==> src/hw/strap_map.vh <==
// Constants for the control mode strap decoder: register map, field
// positions, reset values, strap level codes and settle timing.
// Assumes inclusion by bare name from the design files under hw/.
`ifndef STRAP_MAP_VH
`define STRAP_MAP_VH

// Clock rate and strap settle time
`define CLK_FREQ_MHZ 100
`define STRAP_SETTLE_NS 1000
`define STRAP_SETTLE_CYC ((`STRAP_SETTLE_NS * `CLK_FREQ_MHZ + 999) / 1000)
`define SETTLE_CNT_W 8
// Last count of the settle counter: STRAP_SETTLE_CYC - 1 at SETTLE_CNT_W bits,
// kept sized so the compare does not widen; keep in step with the settle time
`define STRAP_SETTLE_LAST 8'h63

// Resolved strap level codes
`define LVL_LOW 2'h0
`define LVL_HIGH 2'h1
`define LVL_FLOAT 2'h2

// Register byte offsets (word aligned)
`define REG_CONTROL 8'h00
`define REG_STATUS 8'h04
`define REG_VIOLATION 8'h08

// Control register fields
`define CTRL_RELATCH_BIT 0
`define CTRL_SERIAL_BLOCK_BIT 1
`define CTRL_RESET 2'h0

// Status register fields
`define STAT_MODE_LSB 0
`define STAT_EDGE_LSB 2
`define STAT_CAL_LSB 4
`define STAT_VALID_BIT 6
`define STAT_EXTENDED_BIT 7
`define STAT_RANGE_BIT 8
`define STAT_EDGE_POS_BIT 9
`define STAT_DDR_BIT 10
`define STAT_CAL_HIGH_BIT 11

// Violation register fields
`define VIOL_CAL_ACCESS_BIT 0

`endif

==> src/hw/control_mode_strap_decoder.v <==
// Control mode strap decoder: resolves the mode, edge and calibration
// delay straps, latches a static configuration, and routes the serial
// configuration pins when extended control mode is strapped.
// Assumes window comparators on each strap pin and a classic Wishbone
// master on the system clock.
//
// Added by the designer: the register offsets and the Wishbone interface to the registers.
`timescale 1ns/100ps
`include "strap_map.vh"

module control_mode_strap_decoder (
    input wire clk_i,                      // System clock, 100 MHz
    input wire rst_i,                      // Synchronous reset, active high
    input wire mode_strap_above_i,         // Mode strap above high threshold
    input wire mode_strap_below_i,         // Mode strap below low threshold
    input wire edge_strap_above_i,         // Edge strap above high threshold
    input wire edge_strap_below_i,         // Edge strap below low threshold
    input wire cal_strap_above_i,          // Calibration delay strap above high threshold
    input wire cal_strap_below_i,          // Calibration delay strap below low threshold
    input wire shift_clock_pin_i,          // Serial shift clock pin level
    input wire calibration_busy_i,         // Calibration running, same clock domain
    input wire wb_cyc_i,                   // Wishbone cycle
    input wire wb_stb_i,                   // Wishbone strobe
    input wire wb_we_i,                    // Wishbone write enable
    input wire [7:0] wb_adr_i,             // Wishbone byte address
    input wire [3:0] wb_sel_i,             // Wishbone byte selects
    input wire [31:0] wb_dat_i,            // Wishbone write data
    output reg [31:0] wb_dat_o,            // Wishbone read data
    output reg wb_ack_o,                   // Wishbone acknowledge
    output reg config_valid_o,             // Configuration latched
    output reg extended_mode_o,            // Extended control mode active
    output reg range_810mv_o,              // 810 mV range selected, else 600 mV
    output reg output_edge_select_o,       // Output data on rising edge, else falling
    output reg ddr_output_o,               // Ready clock runs double data rate
    output reg calibration_delay_select_o, // Long calibration delay, else short
    output reg serial_port_enable_o,       // Serial configuration port active
    output reg serial_shift_clock_o,       // Routed serial shift clock
    output reg serial_write_line_o,        // Routed serial data
    output reg serial_port_select_o        // Routed serial select
);
    localparam ST_SETTLE = 1'b0;
    localparam ST_LOCKED = 1'b1;

    wire [2:0] strap_above;
    wire [2:0] strap_below;
    wire [5:0] strap_level;
    wire [2:0] strap_stable;
    wire [2:0] strap_logic;
    wire shift_clock_s;
    wire [1:0] mode_lvl;
    wire [1:0] edge_lvl;
    wire [1:0] cal_lvl;

    reg state_ff;
    reg nxt_state;
    reg relatch_ff;
    reg serial_block_ff;
    reg cal_access_ff;
    reg nxt_extended;
    reg nxt_range;
    reg nxt_edge_pos;
    reg nxt_ddr;
    reg nxt_cal_high;
    reg [31:0] nxt_rdata;

    wire bus_req;
    wire bus_wr;
    wire routed;

    assign strap_above = {cal_strap_above_i, edge_strap_above_i, mode_strap_above_i};
    assign strap_below = {cal_strap_below_i, edge_strap_below_i, mode_strap_below_i};

    // One resolver per strap: index 0 mode, 1 edge, 2 calibration delay
    genvar gi;
    generate
        for (gi = 0; gi < 3; gi = gi + 1) begin : g_strap
            tri_level_resolver u_resolver (
                .clk_i(clk_i),
                .rst_i(rst_i),
                .above_i(strap_above[gi]),
                .below_i(strap_below[gi]),
                .level_o(strap_level[2*gi+1:2*gi]),
                .stable_o(strap_stable[gi]),
                .logic_high_o(strap_logic[gi])
            );
        end
    endgenerate

    level_sync u_sync_shift_clock (
        .clk_i(clk_i),
        .rst_i(rst_i),
        .d_i(shift_clock_pin_i),
        .q_o(shift_clock_s)
    );

    assign mode_lvl = strap_level[1:0];
    assign edge_lvl = strap_level[3:2];
    assign cal_lvl = strap_level[5:4];

    // Decode of the live strap levels, captured only on latching
    always @* begin
        nxt_extended = (mode_lvl == `LVL_FLOAT);
        nxt_range = !nxt_extended && (mode_lvl == `LVL_HIGH);
        nxt_ddr = !nxt_extended && (edge_lvl == `LVL_FLOAT);
        nxt_edge_pos = !nxt_extended && (edge_lvl == `LVL_HIGH);
        // Extended mode forces the short delay whatever the pin says
        nxt_cal_high = !nxt_extended && (cal_lvl == `LVL_HIGH);
    end

    // Latch once all straps have settled; straps moving later are ignored
    // until software asks for a relatch.
    always @* begin
        case (state_ff)
            ST_SETTLE: begin
                if (&strap_stable) begin
                    nxt_state = ST_LOCKED;
                end else begin
                    nxt_state = ST_SETTLE;
                end
            end
            ST_LOCKED: begin
                if (relatch_ff) begin
                    nxt_state = ST_SETTLE;
                end else begin
                    nxt_state = ST_LOCKED;
                end
            end
            default: begin
                nxt_state = ST_SETTLE;
            end
        endcase
    end

    always @(posedge clk_i) begin
        if (rst_i) begin
            state_ff <= ST_SETTLE;
            config_valid_o <= 1'b0;
            extended_mode_o <= 1'b0;
            range_810mv_o <= 1'b0;
            output_edge_select_o <= 1'b0;
            ddr_output_o <= 1'b0;
            calibration_delay_select_o <= 1'b0;
        end else begin
            state_ff <= nxt_state;
            if (state_ff == ST_SETTLE && nxt_state == ST_LOCKED) begin
                config_valid_o <= 1'b1;
                extended_mode_o <= nxt_extended;
                range_810mv_o <= nxt_range;
                output_edge_select_o <= nxt_edge_pos;
                ddr_output_o <= nxt_ddr;
                calibration_delay_select_o <= nxt_cal_high;
            end else if (nxt_state == ST_SETTLE) begin
                config_valid_o <= 1'b0;
            end
        end
    end

    // Serial pins pass through only in a latched extended configuration
    assign routed = config_valid_o && extended_mode_o && !serial_block_ff;

    always @(posedge clk_i) begin
        if (rst_i) begin
            serial_port_enable_o <= 1'b0;
            serial_shift_clock_o <= 1'b0;
            serial_write_line_o <= 1'b0;
            serial_port_select_o <= 1'b0;
        end else if (routed) begin
            serial_port_enable_o <= 1'b1;
            serial_shift_clock_o <= shift_clock_s;
            serial_write_line_o <= strap_logic[1];
            serial_port_select_o <= strap_logic[2];
        end else begin
            // Pin-controlled mode keeps the port idle
            serial_port_enable_o <= 1'b0;
            serial_shift_clock_o <= 1'b0;
            serial_write_line_o <= 1'b0;
            serial_port_select_o <= 1'b0;
        end
    end

    // Wishbone slave: one wait state, ack pulses for one cycle per request
    assign bus_req = wb_cyc_i && wb_stb_i && !wb_ack_o;
    assign bus_wr = bus_req && wb_we_i && wb_sel_i[0];

    always @* begin
        nxt_rdata = 32'h00000000;
        case (wb_adr_i)
            `REG_CONTROL: begin
                nxt_rdata[`CTRL_SERIAL_BLOCK_BIT] = serial_block_ff;
            end
            `REG_STATUS: begin
                nxt_rdata[`STAT_MODE_LSB+1:`STAT_MODE_LSB] = mode_lvl;
                nxt_rdata[`STAT_EDGE_LSB+1:`STAT_EDGE_LSB] = edge_lvl;
                nxt_rdata[`STAT_CAL_LSB+1:`STAT_CAL_LSB] = cal_lvl;
                nxt_rdata[`STAT_VALID_BIT] = config_valid_o;
                nxt_rdata[`STAT_EXTENDED_BIT] = extended_mode_o;
                nxt_rdata[`STAT_RANGE_BIT] = range_810mv_o;
                nxt_rdata[`STAT_EDGE_POS_BIT] = output_edge_select_o;
                nxt_rdata[`STAT_DDR_BIT] = ddr_output_o;
                nxt_rdata[`STAT_CAL_HIGH_BIT] = calibration_delay_select_o;
            end
            `REG_VIOLATION: begin
                nxt_rdata[`VIOL_CAL_ACCESS_BIT] = cal_access_ff;
            end
            default: begin
                nxt_rdata = 32'h00000000;
            end
        endcase
    end

    always @(posedge clk_i) begin
        if (rst_i) begin
            wb_ack_o <= 1'b0;
            wb_dat_o <= 32'h00000000;
            relatch_ff <= 1'b0;
            serial_block_ff <= 1'b0;
        end else begin
            wb_ack_o <= bus_req;
            wb_dat_o <= bus_req ? nxt_rdata : 32'h00000000;
            relatch_ff <= bus_wr && (wb_adr_i == `REG_CONTROL) && wb_dat_i[`CTRL_RELATCH_BIT];
            if (bus_wr && wb_adr_i == `REG_CONTROL) begin
                serial_block_ff <= wb_dat_i[`CTRL_SERIAL_BLOCK_BIT];
            end
        end
    end

    // A select seen during calibration marks a misuse by the host; a new
    // event in the clearing cycle wins over the clear.
    always @(posedge clk_i) begin
        if (rst_i) begin
            cal_access_ff <= 1'b0;
        end else if (calibration_busy_i && serial_port_select_o) begin
            cal_access_ff <= 1'b1;
        end else if (bus_wr && wb_adr_i == `REG_VIOLATION && wb_dat_i[`VIOL_CAL_ACCESS_BIT]) begin
            cal_access_ff <= 1'b0;
        end
    end
endmodule

==> src/hw/level_sync.v <==
// Two flip-flop synchroniser for one asynchronous level.
// Assumes the input may change at any time relative to clk_i.
`timescale 1ns/100ps
module level_sync (
    input wire clk_i,  // System clock
    input wire rst_i,  // Synchronous reset, active high
    input wire d_i,    // Asynchronous level
    output wire q_o    // Synchronised level
);
    reg meta_ff;
    reg sync_ff;

    // The first stage feeds only the second stage
    always @(posedge clk_i) begin
        if (rst_i) begin
            meta_ff <= 1'b0;
            sync_ff <= 1'b0;
        end else begin
            meta_ff <= d_i;
            sync_ff <= meta_ff;
        end
    end

    assign q_o = sync_ff;
endmodule

==> src/hw/tri_level_resolver.v <==
// Resolves one three-level strap pin from a window comparator pair
// into low, high or floating, and reports when the level has settled.
// Assumes the comparator outputs are asynchronous to clk_i.
`timescale 1ns/100ps
`include "strap_map.vh"
module tri_level_resolver (
    input wire clk_i,           // System clock
    input wire rst_i,           // Synchronous reset, active high
    input wire above_i,         // Pin is above the high threshold
    input wire below_i,         // Pin is below the low threshold
    output reg [1:0] level_o,   // Resolved level code
    output reg stable_o,        // Level unchanged for the settle time
    output wire logic_high_o    // Synchronised plain logic level of the pin
);
    wire above_s;
    wire below_s;
    reg [1:0] nxt_level;
    reg [`SETTLE_CNT_W-1:0] settle_ff;

    level_sync u_sync_above (
        .clk_i(clk_i),
        .rst_i(rst_i),
        .d_i(above_i),
        .q_o(above_s)
    );

    level_sync u_sync_below (
        .clk_i(clk_i),
        .rst_i(rst_i),
        .d_i(below_i),
        .q_o(below_s)
    );

    // Both comparators tripping is impossible on a sane pin; call it floating
    always @* begin
        if (above_s && !below_s) begin
            nxt_level = `LVL_HIGH;
        end else if (below_s && !above_s) begin
            nxt_level = `LVL_LOW;
        end else begin
            nxt_level = `LVL_FLOAT;
        end
    end

    always @(posedge clk_i) begin
        if (rst_i) begin
            level_o <= `LVL_FLOAT;
            settle_ff <= {`SETTLE_CNT_W{1'b0}};
            stable_o <= 1'b0;
        end else begin
            level_o <= nxt_level;
            if (nxt_level != level_o) begin
                settle_ff <= {`SETTLE_CNT_W{1'b0}};
                stable_o <= 1'b0;
            end else if (settle_ff == `STRAP_SETTLE_LAST) begin
                stable_o <= 1'b1;
            end else begin
                settle_ff <= settle_ff + {{(`SETTLE_CNT_W-1){1'b0}}, 1'b1};
            end
        end
    end

    assign logic_high_o = above_s;
endmodule

==> config.mk <==
export PLATFORM = sky130hd
export DESIGN_NAME = control_mode_strap_decoder
export DESIGN_NICKNAME = d
export VERILOG_FILES = /design/src/hw/control_mode_strap_decoder.v /design/src/hw/level_sync.v /design/src/hw/tri_level_resolver.v
export VERILOG_INCLUDE_DIRS = /design/src /design/src/hw
export SDC_FILE = /design/constraint.sdc
export NUM_CORES = 1
export LEC_CHECK = 0
export ABC_AREA = 1
export BUFFER_PORTS_ARGS = -buffer_cell sky130_fd_sc_hd__buf_2
export CORE_MARGIN = 3
export CORE_UTILIZATION = 45
export DETAILED_ROUTE_END_ITERATION = 8
export PLACE_DENSITY = 0.67
export SLEW_MARGIN = 20
export SYNTH_ARGS = -nofsm -noshare
export SYNTH_HDL_FRONTEND = slang
export SYNTH_HIERARCHICAL = 1
export SYNTH_SLANG_ARGS = --single-unit
==> constraint.sdc <==
create_clock -name clk_i -period 1.3 [get_ports clk_i]
set_clock_uncertainty 0.05 [all_clocks]
set_input_delay 0.26 -clock clk_i [delete_from_list [all_inputs] [get_ports clk_i]]
set_output_delay 0.26 -clock clk_i [all_outputs]
set_load 0.02 [all_outputs]
* After elaboration in Yosys (flattened, before gate mapping) *
Cells that the tools add are included.

storage, ports and cells
  register bits = 94
  bits of input ports = 57
  output and inout port bits = 43
  logic and storage cells = 118

operators by class
  $add $sub $neg = 3
  equal/unequal tests = 14
  mux-type cells = 16
  bitwise gates (word level) = 4
  reduce and logical (&&, ||, !) cells = 40

operators by type and width
  cell                                                             number
  8-bit by 1-bit adder with 8-bit output, second input constant    3
  8-bit by 7-bit == test with 1-bit output, second input constant  3
  1-bit logical AND                                                22
  2-bit 2-to-1 mux                                                 6
  2-bit OR reduction                                               5
  1-bit logical NOT                                                9
  8-bit by 3-bit == test with 1-bit output, second input constant  1
  8-bit by 4-bit == test with 1-bit output, second input constant  1
  8-bit logical NOT                                                1
  1-bit 2-to-1 mux                                                 7
  2-bit by 1-bit == test with 1-bit output, second input constant  3
  2-bit != test                                                    3
  1-bit case mux with 2 select lines                               3
  2-bit == test, second input constant                             2
  1-bit NOT                                                        4
  3-bit AND reduction                                              1
  3-bit OR reduction                                               1
  2-bit by 1-bit != test with 1-bit output, second input constant  1
  2-bit nonzero test                                               1

* Depth between registers and ports, before layout *
  word-level depth = 8
  mapped depth = 9
  depth with buffers taken out = 9

* Cells and area by module *
The synthesis kept the hierarchy.

by module, submodules not included
  module                      instances  cells each  area an instance (µm²)
  tri_level_resolver          3          86          590.6
  control_mode_strap_decoder  1          142         1,253.7
  level_sync                  7          6           55.1

* Least setup slack after synthesis *
No wires, ideal clock.

  kind = reg-to-reg
  start = reg g_strap[0].u_resolver.u_sync_below.sync_ff
  end = reg g_strap[0].u_resolver.settle_ff[2]
  library setup time = 0.064 ns
  data arrival time = 1.062 ns
  required time = 1.186 ns
  setup slack = 0.124 ns
  stages on the path, launching flop included = 10
  buffers on the path = 0
  cell sequence = dfxtp_1 > inv_1 > ha_1 > inv_1 > nand2_1 > nand2_1 > inv_1 > nor2_1 > nand2_1 > nor2_1

between the ends
  longest elaborated chain between the ends = 5
  elaborated cells between the ends (all ways) = 7

ends and longest elaborated chain
  what                                                           line                                              RTL
  from (decl)                                                    level_sync.v:11                                   reg sync_ff;
  from (signal assigned)                                         level_sync.v:20                                   sync_ff <= meta_ff;
  1-bit logical AND / 1-bit logical NOT (equally long branches)  tri_level_resolver.v:38, tri_level_resolver.v:36
  2-bit 2-to-1 mux / 1-bit logical AND (equally long branches)   tri_level_resolver.v:38, tri_level_resolver.v:36
  2-bit 2-to-1 mux *                                             tri_level_resolver.v:36                           if (above_s && !below_s) begin
  named net g_strap[0].u_resolver.nxt_level[1]                   tri_level_resolver.v:17                           reg [1:0] nxt_level;
  2-bit != test *                                                tri_level_resolver.v:52                           if (nxt_level != level_o) begin
  2-bit OR reduction (no line) *                                 -
  to (signal assigned)                                           tri_level_resolver.v:48                           settle_ff <= {`SETTLE_CNT_W{1'b0}};
  to (signal assigned)                                           tri_level_resolver.v:53                           settle_ff <= {`SETTLE_CNT_W{1'b0}};
  to (signal assigned)                                           tri_level_resolver.v:58                           settle_ff <= settle_ff + {{(`SETTLE_CNT_W-1){1'b0}}, 1'b1};
  to (decl)                                                      tri_level_resolver.v:18                           reg [`SETTLE_CNT_W-1:0] settle_ff;

The timed path passes the listed nets; every way through them passes the cells marked *.
A chain may end at the register's enable or synchronous reset.

* Final worst setup path *
  start = reg g_strap[2].u_resolver.u_sync_below.sync_ff
  end = reg g_strap[2].u_resolver.settle_ff[0]

between the ends
  longest elaborated chain between the ends = 5
  elaborated cells between the ends (all ways) = 7

ends and longest elaborated chain
  what                                          line
  from (decl)                                   level_sync.v:11
  from (signal assigned)                        level_sync.v:20
  1-bit logical NOT                             tri_level_resolver.v:36
  1-bit logical AND                             tri_level_resolver.v:36
  2-bit 2-to-1 mux                              tri_level_resolver.v:36
  named net g_strap[2].u_resolver.nxt_level[0]  tri_level_resolver.v:17
  2-bit != test                                 tri_level_resolver.v:52
  2-bit OR reduction (no line)                  -
  to (signal assigned)                          tri_level_resolver.v:48
  to (signal assigned)                          tri_level_resolver.v:53
  to (signal assigned)                          tri_level_resolver.v:58
  to (decl)                                     tri_level_resolver.v:18

The timed path passes the listed nets, and every way through them passes these cells.

==> flow_summary.yaml <==
route:
  ant_nets: 0
  vias_per_cell: 4.38
  drtPass1Iterations: 4
  drcViolationCount: 0
  wl_mm: 6.05
  drt-initial-drc-count: 46
  avgRoutedWirePerCell_um: 10.0
  vias: 2651
logic_synthesis:
  netlist-cell-type-count: 28
  synth.yosys.seq_area_share_pct: 43.4
  ys.flop_type: "dfxtp_1"
  netlist_area_mm2: 0.00341
  synth_edf_count: 0
  async_flop_share_pct: 0
  synth_cells: 442
  ys_ff_latch: 74
  avgSynthCellArea_um2: 7.72
  yosys_warnings: 6
die:
  top_level_ports: 100
  num_rows: 31
  core_mm2: 0.00729
  initial_core_util_pct: 46.8
  dieHeight_um: 93.1
  die_width_um: 93.1
  die_area_mm2: 0.00866
sta:
  setup_viol: 0
  period_share_pct: 93.2
  fin_crit_ps: 1210
  hold_viol: 0
  setup_slack_ps: 87.8
  slew_violations: 0
  fmax_ghz: 0.825
cells_and_area:
  final_common_cell: "inv_1"
  areaGrowthSynthToFinish_pct: 18.6
  final_cell_mix: "71 x inv_1, 70 x nor2_1, 68 x nand2_1, 68 x dfxtp_1, 46 x buf_2"
  fin_area_mm2: 0.00405
  final_nets: 564
  drive_above_1_share_pct: 27.9
  diodes: 0
setup_path:
  startpoint: "g_strap[2].u_resolver/u_sync_below/q_o"
  cp_cell_sequence: "inv_1 -> ha_4 -> inv_1 -> nand2_1 -> nand3_2 -> nor2_4 -> nand2_1 -> nor2_1"
  critPathKind: "reg2reg"
  cp-end-kind: "flip-flop"
  slowest_delay_ps: 300
  arrival_ps: 1440
  critPathRequiredTime_ps: 1520
  critPathLaunchType: "flip-flop"
  worstReg2RegStart: "g_strap[2].u_resolver/u_sync_below/q_o"
  reg2reg_to: "g_strap[2].u_resolver/settle_ff[0]"
  cp_max_fo: 3
  cp-endpoint: "g_strap[2].u_resolver/settle_ff[0]"
  reg2reg_setup_slack_ps: 90
  rr_worst_depth: 8
  cpMaxStageDelayCell: "dfxtp_1"
cts:
  clock_path_buffers: 2
  cts_made_buffers: 9
  clock_latency_ps: 340
  root_buffer: "clkbuf_8"
  cts_tree: "done"
  cts.clk_slew.worst_paths_ps: 70
  cts.htree.levels: 3
  cts_setup_buffers: 0
  cts_sinks: 74
place:
  port_buffers: 46
  dpl-instance-area_mm2: 0.00370
  dpl.hpwl_mm: 4.52
  gp_congestion: 0.804
  pre_cts_slack_ps: -41.8
global_route:
  grt_pass1_wl_mm: 10.1
  grt_max_degree: 15
  antenna_found_initial: 0
  first_global_vias: 2413
  grt_overflow_total: 0
  grt_use_total_pct: 14.6
power:
  pwr_density_cell_mw_per_mm2: 1120
  vdd_drop_max_v: 0.000827
  p_leak_uw: 0.00176
flow_run:
  maxCapViolations: 0
status:
  outcome: "complete, no violations"
worst_hold_path:
  hold_path_class: "in2reg"
[timing repair]
item                                    4_1_cts  5_1_grt
endpoints found under the hold margin         0        0
hold buffers                                  0        0
cloned                                        0        0
pin swaps                                     1        7
resized for setup                             6       32
endpoints found under the setup margin       24       28
[layer usage]
layer | part of all wire [%] | GRT usage (%) | wire length, um
met1 | 44 | 16.5 | 2650
met2 | 50 | 25.5 | 3030
met3 | 4.9 | 5.23 | 297
met4 | 1.1 | 4.76 | 68
met5 | 0 | 0 | 0
[flip-flops by register name (all words and copies together), names as in the netlist, 3 cells and up]
register and count:
g_strap.u_resolver/u_sync_below/q_o 3, g_strap.u_resolver/stable_o 3, g_strap.u_resolver/level_o 6, g_strap.u_resolver/u_sync_above/meta_ff 3, g_strap.u_resolver/settle_ff 24, g_strap.u_resolver/u_sync_above/q_o 3, wb_dat_o 12, g_strap.u_resolver/u_sync_below/meta_ff 3
[how the worst min path moves through the flow]
stage / start / depth (start not counted) / endpoint
after floorplan: rst_i / 1 / g_strap[0].u_resolver/u_sync_above/meta_ff
after global placement: u_sync_shift_clock/meta_ff / 2 / u_sync_shift_clock/q_o
after detailed placement: g_strap[2].u_resolver/u_sync_below/meta_ff / 2 / g_strap[2].u_resolver/u_sync_below/q_o
after CTS: mode_strap_above_i / 3 / g_strap[0].u_resolver/u_sync_above/meta_ff
after global routing: mode_strap_below_i / 3 / g_strap[0].u_resolver/u_sync_below/meta_ff
final: mode_strap_above_i / 3 / g_strap[0].u_resolver/u_sync_above/meta_ff
[through the flow]
stage                     util [%]  hold WS (ps)  total power, uW  setup TNS, ps  std cells
after global routing          55.5          55.5             4770          -12.4        605
after detailed placement      50.7           343             2750           -289        589
after global placement        50.7           340             2730           -117        589
final                         55.5          73.2             4540              0        605
after CTS                     53.8          52.4             4560              0        605
after floorplan                  -           281             2680              0        461
[worst max-delay path, delay by kind of cell (launching register included)]
family,cells,cell delay [ps]
adder cells (fa/ha/maj),1,150
buffers and inverters,2,140
flip-flops,1,300
AND/OR/NAND/NOR,5,510
[power breakdown]
group / switching [uW] / total (uW) / internal, uW
clock network: 795 / 1780 / 988
registers: 40.0 / 2360 / 2320
logic: 260 / 405 / 146
total: 1090 / 4540 / 3450
[cell usage after synthesis, types with 3 or more instances]
cell type,count,area [um2]
ha_1,6,75.1
inv_1,76,285
nand2_2,3,18.8
buf_4,21,158
buf_6,3,33.8
nor2_2,9,56.3
nor2_4,16,180
a21oi_1,18,90.1
xnor2_1,3,26.3
o21ai_0,3,15.0
inv_2,4,15.0
dfxtp_1,74,1480
xor2_1,6,52.6
nand3_1,31,155
nand3_2,5,50.1
nand3b_1,4,30.0
nor2_1,74,278
nand2_1,73,274
[logic make-up after synthesis]
kind of cell,synth area share (%)
AND/OR/NAND/NOR,32.8
buffers and inverters,15.1
flip-flops,43.4
AO/OA/AOI/OAI,4.04
XOR/XNOR,2.31
adder cells (fa/ha/maj),2.20
other,0.110
[cell type report]
type                    instances  area, um2
clock buffers                  12        155
clock inverters                 4       50.0
fillers                       699       3250
inverters                      81        305
multi-input cells             281       1620
flip-flops and latches         74       1490
well taps                      99        124
repair buffers                 54        303
No activity file was read; power rests on OpenSTA's default activity.
